**src/common/vpu_consts.vh**
```
// Overview of operation
// - slides with start index at or beyond active length write nothing.
// - slide mask bit i gates destination element i; inactive follows mask policy.
// - elements at or past active length follow the tail policy.
// - slide offset is unsigned scalar or zero-extended 5-bit immediate, never truncated.
// - slide-up writes element i+offset from source i, offset up to active length.
// - slide-up with destination overlapping source is reserved.
// - slide-down writes element i from source i+offset, up to active length.
// - one-element slide-up puts the scalar in element 0 when active.
// - one-element slide-up keeps elements below start, copies source i-1 above.
// - one-element slide-up with overlapping destination and source is reserved.
// - inserted scalar is sign-extended or cut to element width.
// - one-element slide-down copies source i+1, scalar into last active element.
// - float one-element slides use the float scalar, otherwise identical.
// - vector gather indices are unsigned, any source below maximum count readable.
// - gather index at or past maximum element count yields zero.
// - halfword-index gather reads 16-bit indices with their own grouping.
// - scalar and immediate gather splat one unsigned-indexed element, zero if out of range.
// - gather with destination overlapping any source group is reserved.
// - compress packs selected leading elements in order from element 0.
// - masked compress encoding is reserved.
// - compress overlapping source or mask register is reserved.
// - compress with non-zero start is illegal; traps report start index zero.
`ifndef VPU_CONSTS_VH
`define VPU_CONSTS_VH
`define VPU_OP_W           4
`define VPU_OP_SLIDE_UP    4'h0
`define VPU_OP_SLIDE_DN    4'h1
`define VPU_OP_UP_INS_INT  4'h2
`define VPU_OP_UP_INS_FP   4'h3
`define VPU_OP_DN_INS_INT  4'h4
`define VPU_OP_DN_INS_FP   4'h5
`define VPU_OP_PICK_VEC    4'h6
`define VPU_OP_PICK_HALF   4'h7
`define VPU_OP_PICK_SCAL   4'h8
`define VPU_OP_COMPRESS    4'h9
`define VPU_IMM_W          5
`define VPU_IDX16_W        16
`define VPU_REG_NUM_W      5
`define VPU_GRP_W          4
`define VPU_MASK_GRP       4'h1
`endif

```
**src/hdl/vpu_elem_pick.v**
```verilog
`timescale 1ns/1ps
module vpu_elem_pick #(
  parameter EW = 32,
  parameter NE = 8,
  parameter IW = 16
) (
  // vector and selection
  input  wire [NE*EW-1:0] sel_vec,
  input  wire [IW-1:0]    sel_idx,
  input  wire [IW-1:0]    sel_lim,
  // picked element
  output reg  [EW-1:0]    sel_data
);
  localparam IXW = $clog2(NE);
  localparam [IW-1:0] NE_W = NE;

  // out of range gives zero rather than wrapping into a low element
  always @*
  begin
    sel_data = {EW{1'b0}};
    if (sel_idx < sel_lim && sel_idx < NE_W)
      sel_data = sel_vec[sel_idx[IXW-1:0]*EW +: EW];
  end
endmodule

```
**src/hdl/vpu_permute.v**
```verilog
`timescale 1ns/1ps
`include "vpu_consts.vh"
module vpu_permute #(
  parameter EW   = 32,
  parameter NE   = 8,
  parameter SCALAR_WIDTH = 64,
  parameter FLEN = 32
) (
  // clock and reset
  input  wire                      sys_clk,
  input  wire                      arst_n,
  // operation request
  input  wire                      start_req,
  input  wire [`VPU_OP_W-1:0]      op_code,
  input  wire                      use_imm,
  input  wire [`VPU_IMM_W-1:0]     imm_offset,
  input  wire                      unmasked_flag,
  input  wire                      tail_agnostic,
  input  wire                      mask_agnostic,
  // length state
  input  wire [$clog2(NE):0]       active_length,
  input  wire [$clog2(NE):0]       start_index,
  input  wire [$clog2(NE):0]       max_element_count,
  // register numbers for the overlap check
  input  wire [`VPU_REG_NUM_W-1:0] dst_reg,
  input  wire [`VPU_REG_NUM_W-1:0] src_reg,
  input  wire [`VPU_REG_NUM_W-1:0] idx_reg,
  input  wire [`VPU_GRP_W-1:0]     data_grp,
  input  wire [`VPU_GRP_W-1:0]     idx_grp,
  // operands
  input  wire [SCALAR_WIDTH-1:0]           scalar_int,
  input  wire [FLEN-1:0]           scalar_float,
  input  wire [NE*EW-1:0]          src_data,
  input  wire [NE*EW-1:0]          idx_data,
  input  wire [NE*16-1:0]          idx16_data,
  input  wire [NE-1:0]             mask_bits,
  input  wire [NE*EW-1:0]          dest_old,
  // results
  output reg                       busy_reg,
  output reg                       done_reg,
  output reg                       reserved_reg,
  output reg                       illegal_reg,
  output reg  [$clog2(NE):0]       fault_start_reg,
  output reg  [NE*EW-1:0]          result_reg,
  output reg  [NE-1:0]             elem_we_reg
);
  localparam IXW = $clog2(NE);
  localparam CW  = IXW + 1;
  localparam AW  = SCALAR_WIDTH + EW + 1;
  localparam [CW-1:0] LAST = NE - 1;
  localparam [2:0] ST_IDLE = 3'h1;
  localparam [2:0] ST_RUN  = 3'h2;
  localparam [2:0] ST_TAIL = 3'h4;

  reg [2:0]            state_reg;
  reg [`VPU_OP_W-1:0]  op_reg;
  reg [SCALAR_WIDTH-1:0]       off_reg;
  reg                  um_reg;
  reg                  ta_reg;
  reg                  ma_reg;
  reg [CW-1:0]         i_reg;
  reg [CW-1:0]         wptr_reg;
  reg [AW-1:0]         sidx;
  reg [EW-1:0]         elem_val;
  reg                  rsv;

  wire [AW-1:0] iw   = {{(AW-CW){1'b0}}, i_reg};
  wire [AW-1:0] vlw  = {{(AW-CW){1'b0}}, active_length};
  wire [AW-1:0] mxw  = {{(AW-CW){1'b0}}, max_element_count};
  wire [AW-1:0] offw = {{(EW+1){1'b0}}, off_reg};
  wire [AW-1:0] one  = {{(AW-1){1'b0}}, 1'b1};
  wire [SCALAR_WIDTH-1:0] off_in = use_imm ? {{(SCALAR_WIDTH-`VPU_IMM_W){1'b0}}, imm_offset} : scalar_int;
  wire [IXW-1:0]  ix   = i_reg[IXW-1:0];
  wire [IXW-1:0]  wx   = wptr_reg[IXW-1:0];
  wire [EW-1:0]   pick_data;
  wire [EW-1:0]   ones = {EW{1'b1}};

  // sign-extend when narrower, keep the low bits when wider
  wire [EW+SCALAR_WIDTH-1:0] ext_int = {{EW{scalar_int[SCALAR_WIDTH-1]}}, scalar_int};
  wire [EW+FLEN-1:0] ext_fp  = {{EW{scalar_float[FLEN-1]}}, scalar_float};
  wire fp_op = (op_reg == `VPU_OP_UP_INS_FP) || (op_reg == `VPU_OP_DN_INS_FP);
  wire [EW-1:0] ins_val = fp_op ? ext_fp[EW-1:0] : ext_int[EW-1:0];

  wire is_up  = (op_reg == `VPU_OP_UP_INS_INT) || (op_reg == `VPU_OP_UP_INS_FP);
  wire is_dn1 = (op_reg == `VPU_OP_DN_INS_INT) || (op_reg == `VPU_OP_DN_INS_FP);
  wire is_cmp = (op_reg == `VPU_OP_COMPRESS);

  function ovl;
    input [`VPU_REG_NUM_W-1:0] a;
    input [`VPU_GRP_W-1:0]     na;
    input [`VPU_REG_NUM_W-1:0] b;
    input [`VPU_GRP_W-1:0]     nb;
    reg   [`VPU_REG_NUM_W:0]   ae;
    reg   [`VPU_REG_NUM_W:0]   be;
    begin
      ae = {1'b0, a} + {2'b00, na};
      be = {1'b0, b} + {2'b00, nb};
      ovl = ({1'b0, a} < be) && ({1'b0, b} < ae);
    end
  endfunction

  // reserved encodings judged on the live request
  always @*
  begin
    rsv = 1'b0;
    case (op_code)
      `VPU_OP_SLIDE_UP, `VPU_OP_UP_INS_INT, `VPU_OP_UP_INS_FP:
        rsv = ovl(dst_reg, data_grp, src_reg, data_grp);
      `VPU_OP_PICK_VEC:
        rsv = ovl(dst_reg, data_grp, src_reg, data_grp) || ovl(dst_reg, data_grp, idx_reg, data_grp);
      `VPU_OP_PICK_HALF:
        rsv = ovl(dst_reg, data_grp, src_reg, data_grp) || ovl(dst_reg, data_grp, idx_reg, idx_grp);
      `VPU_OP_PICK_SCAL:
        rsv = ovl(dst_reg, data_grp, src_reg, data_grp);
      `VPU_OP_COMPRESS:
        rsv = !unmasked_flag || ovl(dst_reg, data_grp, src_reg, data_grp)
              || ovl(dst_reg, data_grp, idx_reg, `VPU_MASK_GRP);
      default:
        rsv = 1'b0;
    endcase
  end

  // source position for element i; wide sums so huge offsets land out of range
  always @*
  begin
    sidx = iw;
    case (op_reg)
      `VPU_OP_SLIDE_UP:   sidx = iw - offw;
      `VPU_OP_SLIDE_DN:   sidx = iw + offw;
      `VPU_OP_UP_INS_INT: sidx = iw - one;
      `VPU_OP_UP_INS_FP:  sidx = iw - one;
      `VPU_OP_DN_INS_INT: sidx = iw + one;
      `VPU_OP_DN_INS_FP:  sidx = iw + one;
      `VPU_OP_PICK_VEC:   sidx = {{(AW-EW){1'b0}}, idx_data[ix*EW +: EW]};
      `VPU_OP_PICK_HALF:  sidx = {{(AW-`VPU_IDX16_W){1'b0}}, idx16_data[ix*16 +: 16]};
      `VPU_OP_PICK_SCAL:  sidx = offw;
      default:            sidx = iw;
    endcase
  end

  vpu_elem_pick #(
    .EW (EW),
    .NE (NE),
    .IW (AW)
  ) u_pick (
    .sel_vec  (src_data),
    .sel_idx  (sidx),
    .sel_lim  (mxw),
    .sel_data (pick_data)
  );

  always @*
  begin
    elem_val = pick_data;
    if (is_up && i_reg == {CW{1'b0}})
      elem_val = ins_val;
    else if (is_dn1 && (iw + one) == vlw)
      elem_val = ins_val;
  end

  always @(posedge sys_clk or negedge arst_n)
  begin
    if (!arst_n)
    begin
      state_reg       <= ST_IDLE;
      op_reg          <= `VPU_OP_SLIDE_UP;
      off_reg         <= {SCALAR_WIDTH{1'b0}};
      um_reg          <= 1'b1;
      ta_reg          <= 1'b0;
      ma_reg          <= 1'b0;
      i_reg           <= {CW{1'b0}};
      wptr_reg        <= {CW{1'b0}};
      busy_reg        <= 1'b0;
      done_reg        <= 1'b0;
      reserved_reg    <= 1'b0;
      illegal_reg     <= 1'b0;
      fault_start_reg <= {CW{1'b0}};
      result_reg      <= {NE*EW{1'b0}};
      elem_we_reg     <= {NE{1'b0}};
    end
    else
    begin
      done_reg     <= 1'b0;
      reserved_reg <= 1'b0;
      illegal_reg  <= 1'b0;
      case (state_reg)
        ST_IDLE:
        begin
          if (start_req)
          begin
            op_reg      <= op_code;
            off_reg     <= off_in;
            um_reg      <= unmasked_flag;
            ta_reg      <= tail_agnostic;
            ma_reg      <= mask_agnostic;
            i_reg       <= {CW{1'b0}};
            wptr_reg    <= {CW{1'b0}};
            result_reg  <= dest_old;
            elem_we_reg <= {NE{1'b0}};
            // compress restarts from element 0, so that is what a trap reports
            fault_start_reg <= (op_code == `VPU_OP_COMPRESS) ? {CW{1'b0}} : start_index;
            if (rsv)
            begin
              reserved_reg <= 1'b1;
              done_reg     <= 1'b1;
            end
            else if (op_code == `VPU_OP_COMPRESS && start_index != {CW{1'b0}})
            begin
              illegal_reg <= 1'b1;
              done_reg    <= 1'b1;
            end
            else if (op_code != `VPU_OP_COMPRESS && start_index >= active_length)
              done_reg <= 1'b1;
            else
            begin
              busy_reg  <= 1'b1;
              state_reg <= ST_RUN;
            end
          end
        end
        ST_RUN:
        begin
          if (is_cmp)
          begin
            if (i_reg < active_length && mask_bits[ix])
            begin
              result_reg[wx*EW +: EW] <= pick_data;
              elem_we_reg[wx]         <= 1'b1;
              wptr_reg                <= wptr_reg + 1'b1;
            end
          end
          else if (i_reg < start_index)
            ;
          else if (i_reg >= active_length)
          begin
            if (ta_reg)
            begin
              result_reg[ix*EW +: EW] <= ones;
              elem_we_reg[ix]         <= 1'b1;
            end
          end
          else if (op_reg == `VPU_OP_SLIDE_UP && iw < offw)
            ;
          else if (!um_reg && !mask_bits[ix])
          begin
            if (ma_reg)
            begin
              result_reg[ix*EW +: EW] <= ones;
              elem_we_reg[ix]         <= 1'b1;
            end
          end
          else
          begin
            result_reg[ix*EW +: EW] <= elem_val;
            elem_we_reg[ix]         <= 1'b1;
          end
          if (i_reg == LAST)
          begin
            if (is_cmp)
            begin
              // the last element may be packed this cycle, so the tail starts one past the write pointer
              if (i_reg < active_length && mask_bits[ix] && wptr_reg == LAST)
              begin
                busy_reg  <= 1'b0;
                done_reg  <= 1'b1;
                state_reg <= ST_IDLE;
              end
              else if (i_reg < active_length && mask_bits[ix])
              begin
                i_reg     <= wptr_reg + 1'b1;
                state_reg <= ST_TAIL;
              end
              else
              begin
                i_reg     <= wptr_reg;
                state_reg <= ST_TAIL;
              end
            end
            else
            begin
              busy_reg  <= 1'b0;
              done_reg  <= 1'b1;
              state_reg <= ST_IDLE;
            end
          end
          else
            i_reg <= i_reg + 1'b1;
        end
        ST_TAIL:
        begin
          if (ta_reg)
          begin
            result_reg[ix*EW +: EW] <= ones;
            elem_we_reg[ix]         <= 1'b1;
          end
          if (i_reg == LAST)
          begin
            busy_reg  <= 1'b0;
            done_reg  <= 1'b1;
            state_reg <= ST_IDLE;
          end
          else
            i_reg <= i_reg + 1'b1;
        end
        default:
        begin
          busy_reg  <= 1'b0;
          state_reg <= ST_IDLE;
        end
      endcase
    end
  end
endmodule

```
**config.mk**
```make
export PLATFORM = sky130hd
export DESIGN_NAME = vpu_permute
export DESIGN_NICKNAME = d
export VERILOG_FILES = /design/src/hdl/vpu_elem_pick.v /design/src/hdl/vpu_permute.v
export VERILOG_INCLUDE_DIRS = /design/src /design/src/common
export SDC_FILE = /design/constraint.sdc
export NUM_CORES = 2
export LEC_CHECK = 0
export BUFFER_PORTS_ARGS = -buffer_cell sky130_fd_sc_hd__buf_2
export CORE_AREA = 3 3 509 511
export DETAILED_ROUTE_END_ITERATION = 8
export DIE_AREA = 0 0 512 514
export GPL_TIMING_DRIVEN = 1
export MAX_ROUTING_LAYER = met4
export PLACE_DENSITY = 0.31
export SETUP_SLACK_MARGIN = 0.02
export SLEW_MARGIN = 20
export SYNTH_ARGS = -nofsm -noshare
export SYNTH_HDL_FRONTEND = slang
export SYNTH_SLANG_ARGS = --single-unit
```
**constraint.sdc**
```tcl
create_clock -name sys_clk -period 6.4 [get_ports sys_clk]
set_clock_uncertainty 0.1 [all_clocks]
set_input_delay 0.64 -clock sys_clk [delete_from_list [all_inputs] [get_ports sys_clk]]
set_output_delay 0.64 -clock sys_clk [all_outputs]
set_load 0.05 [all_outputs]
```
==> run metrics <==
Mapped Nets=5,995; Crit path required time=6.92 ns; Post-synth EDFFs=0; P per Cell Area=691.4 mW/mm²; routed wire length=335,600 µm; # rows=185; H-tree depth=2; Area Growth Syn to Fin=39.41%; status=completed; Slowest cell on crit path=mux4_2; worst vdd ir=0.4408 mV; final net count=7,138; antenna violations before repair=153; CTS Sinks=354; DP Wirelength=262,100 µm; Initial Util=13.88%; cts repair resizes=0; clk slew on worst S/H paths=0.07 ns; Port Buffers=1,322; pin count of the biggest net entering global routing=139; DR iter-0 viols=4,130; die height=514 µm; Seq/Total Area, Yosys=25.10%; Post-CTS Repair Setup Buffers=0; worst slew pin tran=1.221 ns; vias=47,210; final hold viol count=0; vias in the first global route=46,760; share of power burned in the clock network=10.3%; placed cell area=0.04704 mm²; Gate Count Post-Synth=4,866; P_int=11,860 µW; Hold/Removal Path Class=input pin to register; RSZ-0062 raised after global routing=false; crit path buf inv count=4; Die Span X=512 µm; routability cong.=0.9390; synthesized area per cell=7.254 µm²; Routed Antenna Nets=0; Num CTS Buffers=53; #FFs+latches synth=354; fill count=28,980; hold bufs inserted after CTS=1; Core Box Area=0.2544 mm²; Max clock buf depth=3; Crit Path Category=register to register; wire per inst=35.39 µm; remaining global-route overflow=0; Vias per Instance=4.978; Tot GR Track Use=24.92%; DRC Markers=0; Rel. slew slack=18.58%; Sum Neg Setup Slack=0 ns; most frequent CP cell=nor4_1; Synth cell types=87; # setup viols final=0; Tmin final=5.929 ns; Worst setup EP type=register; combinational share of power=74.7%; max reg flops=256; Max Clk Rate=168.7 MHz; Crit path arrival time=6.44 ns; ordered cell list for the critical path=buf_12, mux4_2, nand2_1, a21oi_1, or3_1, nor4_1, nor2_1, ha_1, nand3_1, o21ai_0, nor4_1, o211ai_1, a2111o_1, nor4_1, nand3_1, buf_4, a21oi_4, buf_4, and4_2, buf_12, a221oi_1, o31ai_1; slowest stage delay, CP=0.54 ns; Sw Pwr=22,160 µW; Worst-Skew Late Latency=0.68 ns; synthesized area=0.03530 mm²; root buf cell=clkbuf_16; crit share post-route=92.64%; first-pass GRT wire length=441,500 µm; layout cell share with drive strength beyond 1=31.71%; sequential share of power=15.0%; Final Max Slew Viols=0; Main synth FF type=dfrtp_1; CP max FO=32; sw frac=65.15%; startpoint types=register; Core Util, Final=19.34%; Static Leak=0.02029 µW; Top Family by Delay on Critical Path=simple AND/OR/NAND/NOR gates; Async SR Flop Fraction=100.0%; CTS tree=done; IO Count=1,323; Pre-antenna DRT Iters=7; synth warn=0; die area=0.2632 mm²; cell area after layout=0.04921 mm²; MaxCap Viol Count=0
worst min-delay path: stages:
cell and delay (ns):
buf_2 0.08, a31oi_1 0.07, o21ai_0 0.06
final timing paths:
kind                            slack [ns]                 end               start  cells past startpoint
worst max-delay path                  0.47     result_reg[212]            i_reg[0]                     22
max in group asynchronous             4.33     result_reg[196]              arst_n                      3
min in group asynchronous             0.44         off_reg[30]              arst_n                      2
worst min-delay path                  0.05     result_reg[137]       dest_old[137]                      3
worst min register to register        0.38  fault_start_reg[0]  fault_start_reg[0]                      2
worst max register to register        0.47     result_reg[212]            i_reg[0]                     22
power by group through the flow:
stage	registers (µW)	clock network (µW)	logic, µW
finish	5120	3500	25400
global route	5280	3660	26600
detailed placement	5130	0	25600
global placement	5110	0	25500
CTS	5110	3580	25600
floorplan	7050	0	9990
cells by family after synthesis:
family | Yosys count | synth area share, %
and+or+nand+nor | 1801 | 24.05
xor gates and xnor gates | 47 | 1.166
adders and majority gates | 79 | 2.921
buffers and inverters | 513 | 5.923
AOI/OAI and AO/OA | 1856 | 33.95
muxes | 216 | 6.884
DFF | 354 | 25.10
Yosys cell counts (all sizes together), types with 10 or more instances:
| cell type | n | area, µm² |
|---|---|---|
| mux4 | 14 | 315.3 |
| inv | 50 | 187.7 |
| clkbuf | 344 | 1291 |
| mux2 | 74 | 833.3 |
| o22ai | 203 | 1270 |
| a21o | 28 | 210.2 |
| nand4 | 40 | 256.5 |
| o32ai | 26 | 347.8 |
| a31o | 38 | 332.8 |
| nand3 | 97 | 485.5 |
| nor4 | 95 | 606.8 |
| nand2b | 58 | 362.9 |
| or4 | 16 | 120.1 |
| o21bai | 22 | 165.2 |
| nor2b | 67 | 419.2 |
| nor2 | 639 | 2399 |
| dfrtp | 352 | 8808 |
| xor2 | 23 | 201.4 |
| a221oi | 87 | 762.0 |
| and4 | 12 | 105.1 |
| a211oi | 34 | 260.3 |
| o21a | 40 | 300.3 |
| or2 | 14 | 87.59 |
| and3 | 47 | 294.0 |
| o31ai | 52 | 395.4 |
| mux2i | 128 | 1281 |
| buf | 119 | 611.8 |
| o211ai | 63 | 473.0 |
| a21oi | 561 | 2811 |
| a31oi | 137 | 857.1 |
| o221ai | 75 | 656.9 |
| ha | 72 | 900.9 |
| o2bb2ai | 78 | 683.2 |
| or3 | 47 | 294.0 |
| o21ai | 319 | 1597 |
| nor3 | 117 | 585.6 |
| nand3b | 63 | 473.0 |
| nand2 | 443 | 1663 |
| xnor2 | 24 | 210.2 |
| and2 | 27 | 168.9 |
| a221o | 18 | 180.2 |
| a22oi | 10 | 75.07 |
area by class of cell:
cell class,instances,area (µm²),area share (%)
Antenna cell,66,165.2,0.3356
Sequential cell,354,8872,18.03
Inverter,50,187.7,0.3814
Multi-Input combinational cell,3999,25070,50.95
Timing Repair Buffer,1551,8743,17.77
Clock buffer,79,1564,3.178
Clock inverter,19,392.9,0.7984
Tap cell,3366,4212,8.559
layout by cell type, fill, tap and decap left out, drive strengths merged, types with 58 or more instances in the layout:
cell type | synthesis | layout
buf | 119 | 1550
nor2 | 639 | 639
a21oi | 561 | 561
nand2 | 443 | 443
dfrtp | 352 | 352
o21ai | 319 | 319
o22ai | 203 | 203
a31oi | 137 | 137
mux2i | 128 | 128
nor3 | 117 | 117
nand3 | 97 | 97
nor4 | 95 | 95
a221oi | 87 | 87
clkbuf | 344 | 79
o2bb2ai | 78 | 78
o221ai | 75 | 75
mux2 | 74 | 74
ha | 72 | 72
nor2b | 67 | 67
diode | 0 | 66
nand3b | 63 | 63
o211ai | 63 | 63
nand2b | 58 | 58
routing by layer:
| layer | wire length (µm) | share of wire (%) | track usage [%] |
|---|---|---|---|
| met2 | 158200 | 47 | 40.73 |
| met1 | 140700 | 42 | 30.70 |
| met4 | 12540 | 3.7 | 7.723 |
| met3 | 24210 | 7.2 | 5.180 |
| met5 | 0 | 0 | - |
through the flow:
stage,hold slack [ns],instances,power [µW],setup WS (ns)
after floorplan,0.2444,4866,17040,0.6692
after global placement,0.3714,9317,30620,0.2415
after detailed placement,0.3684,9318,30690,0.3013
after CTS,0.001001,9417,34330,0.2838
after global routing,0.03555,9468,35550,0.01718
final,0.05084,9484,34020,0.4713
No activity file was read; power rests on OpenSTA's default activity.
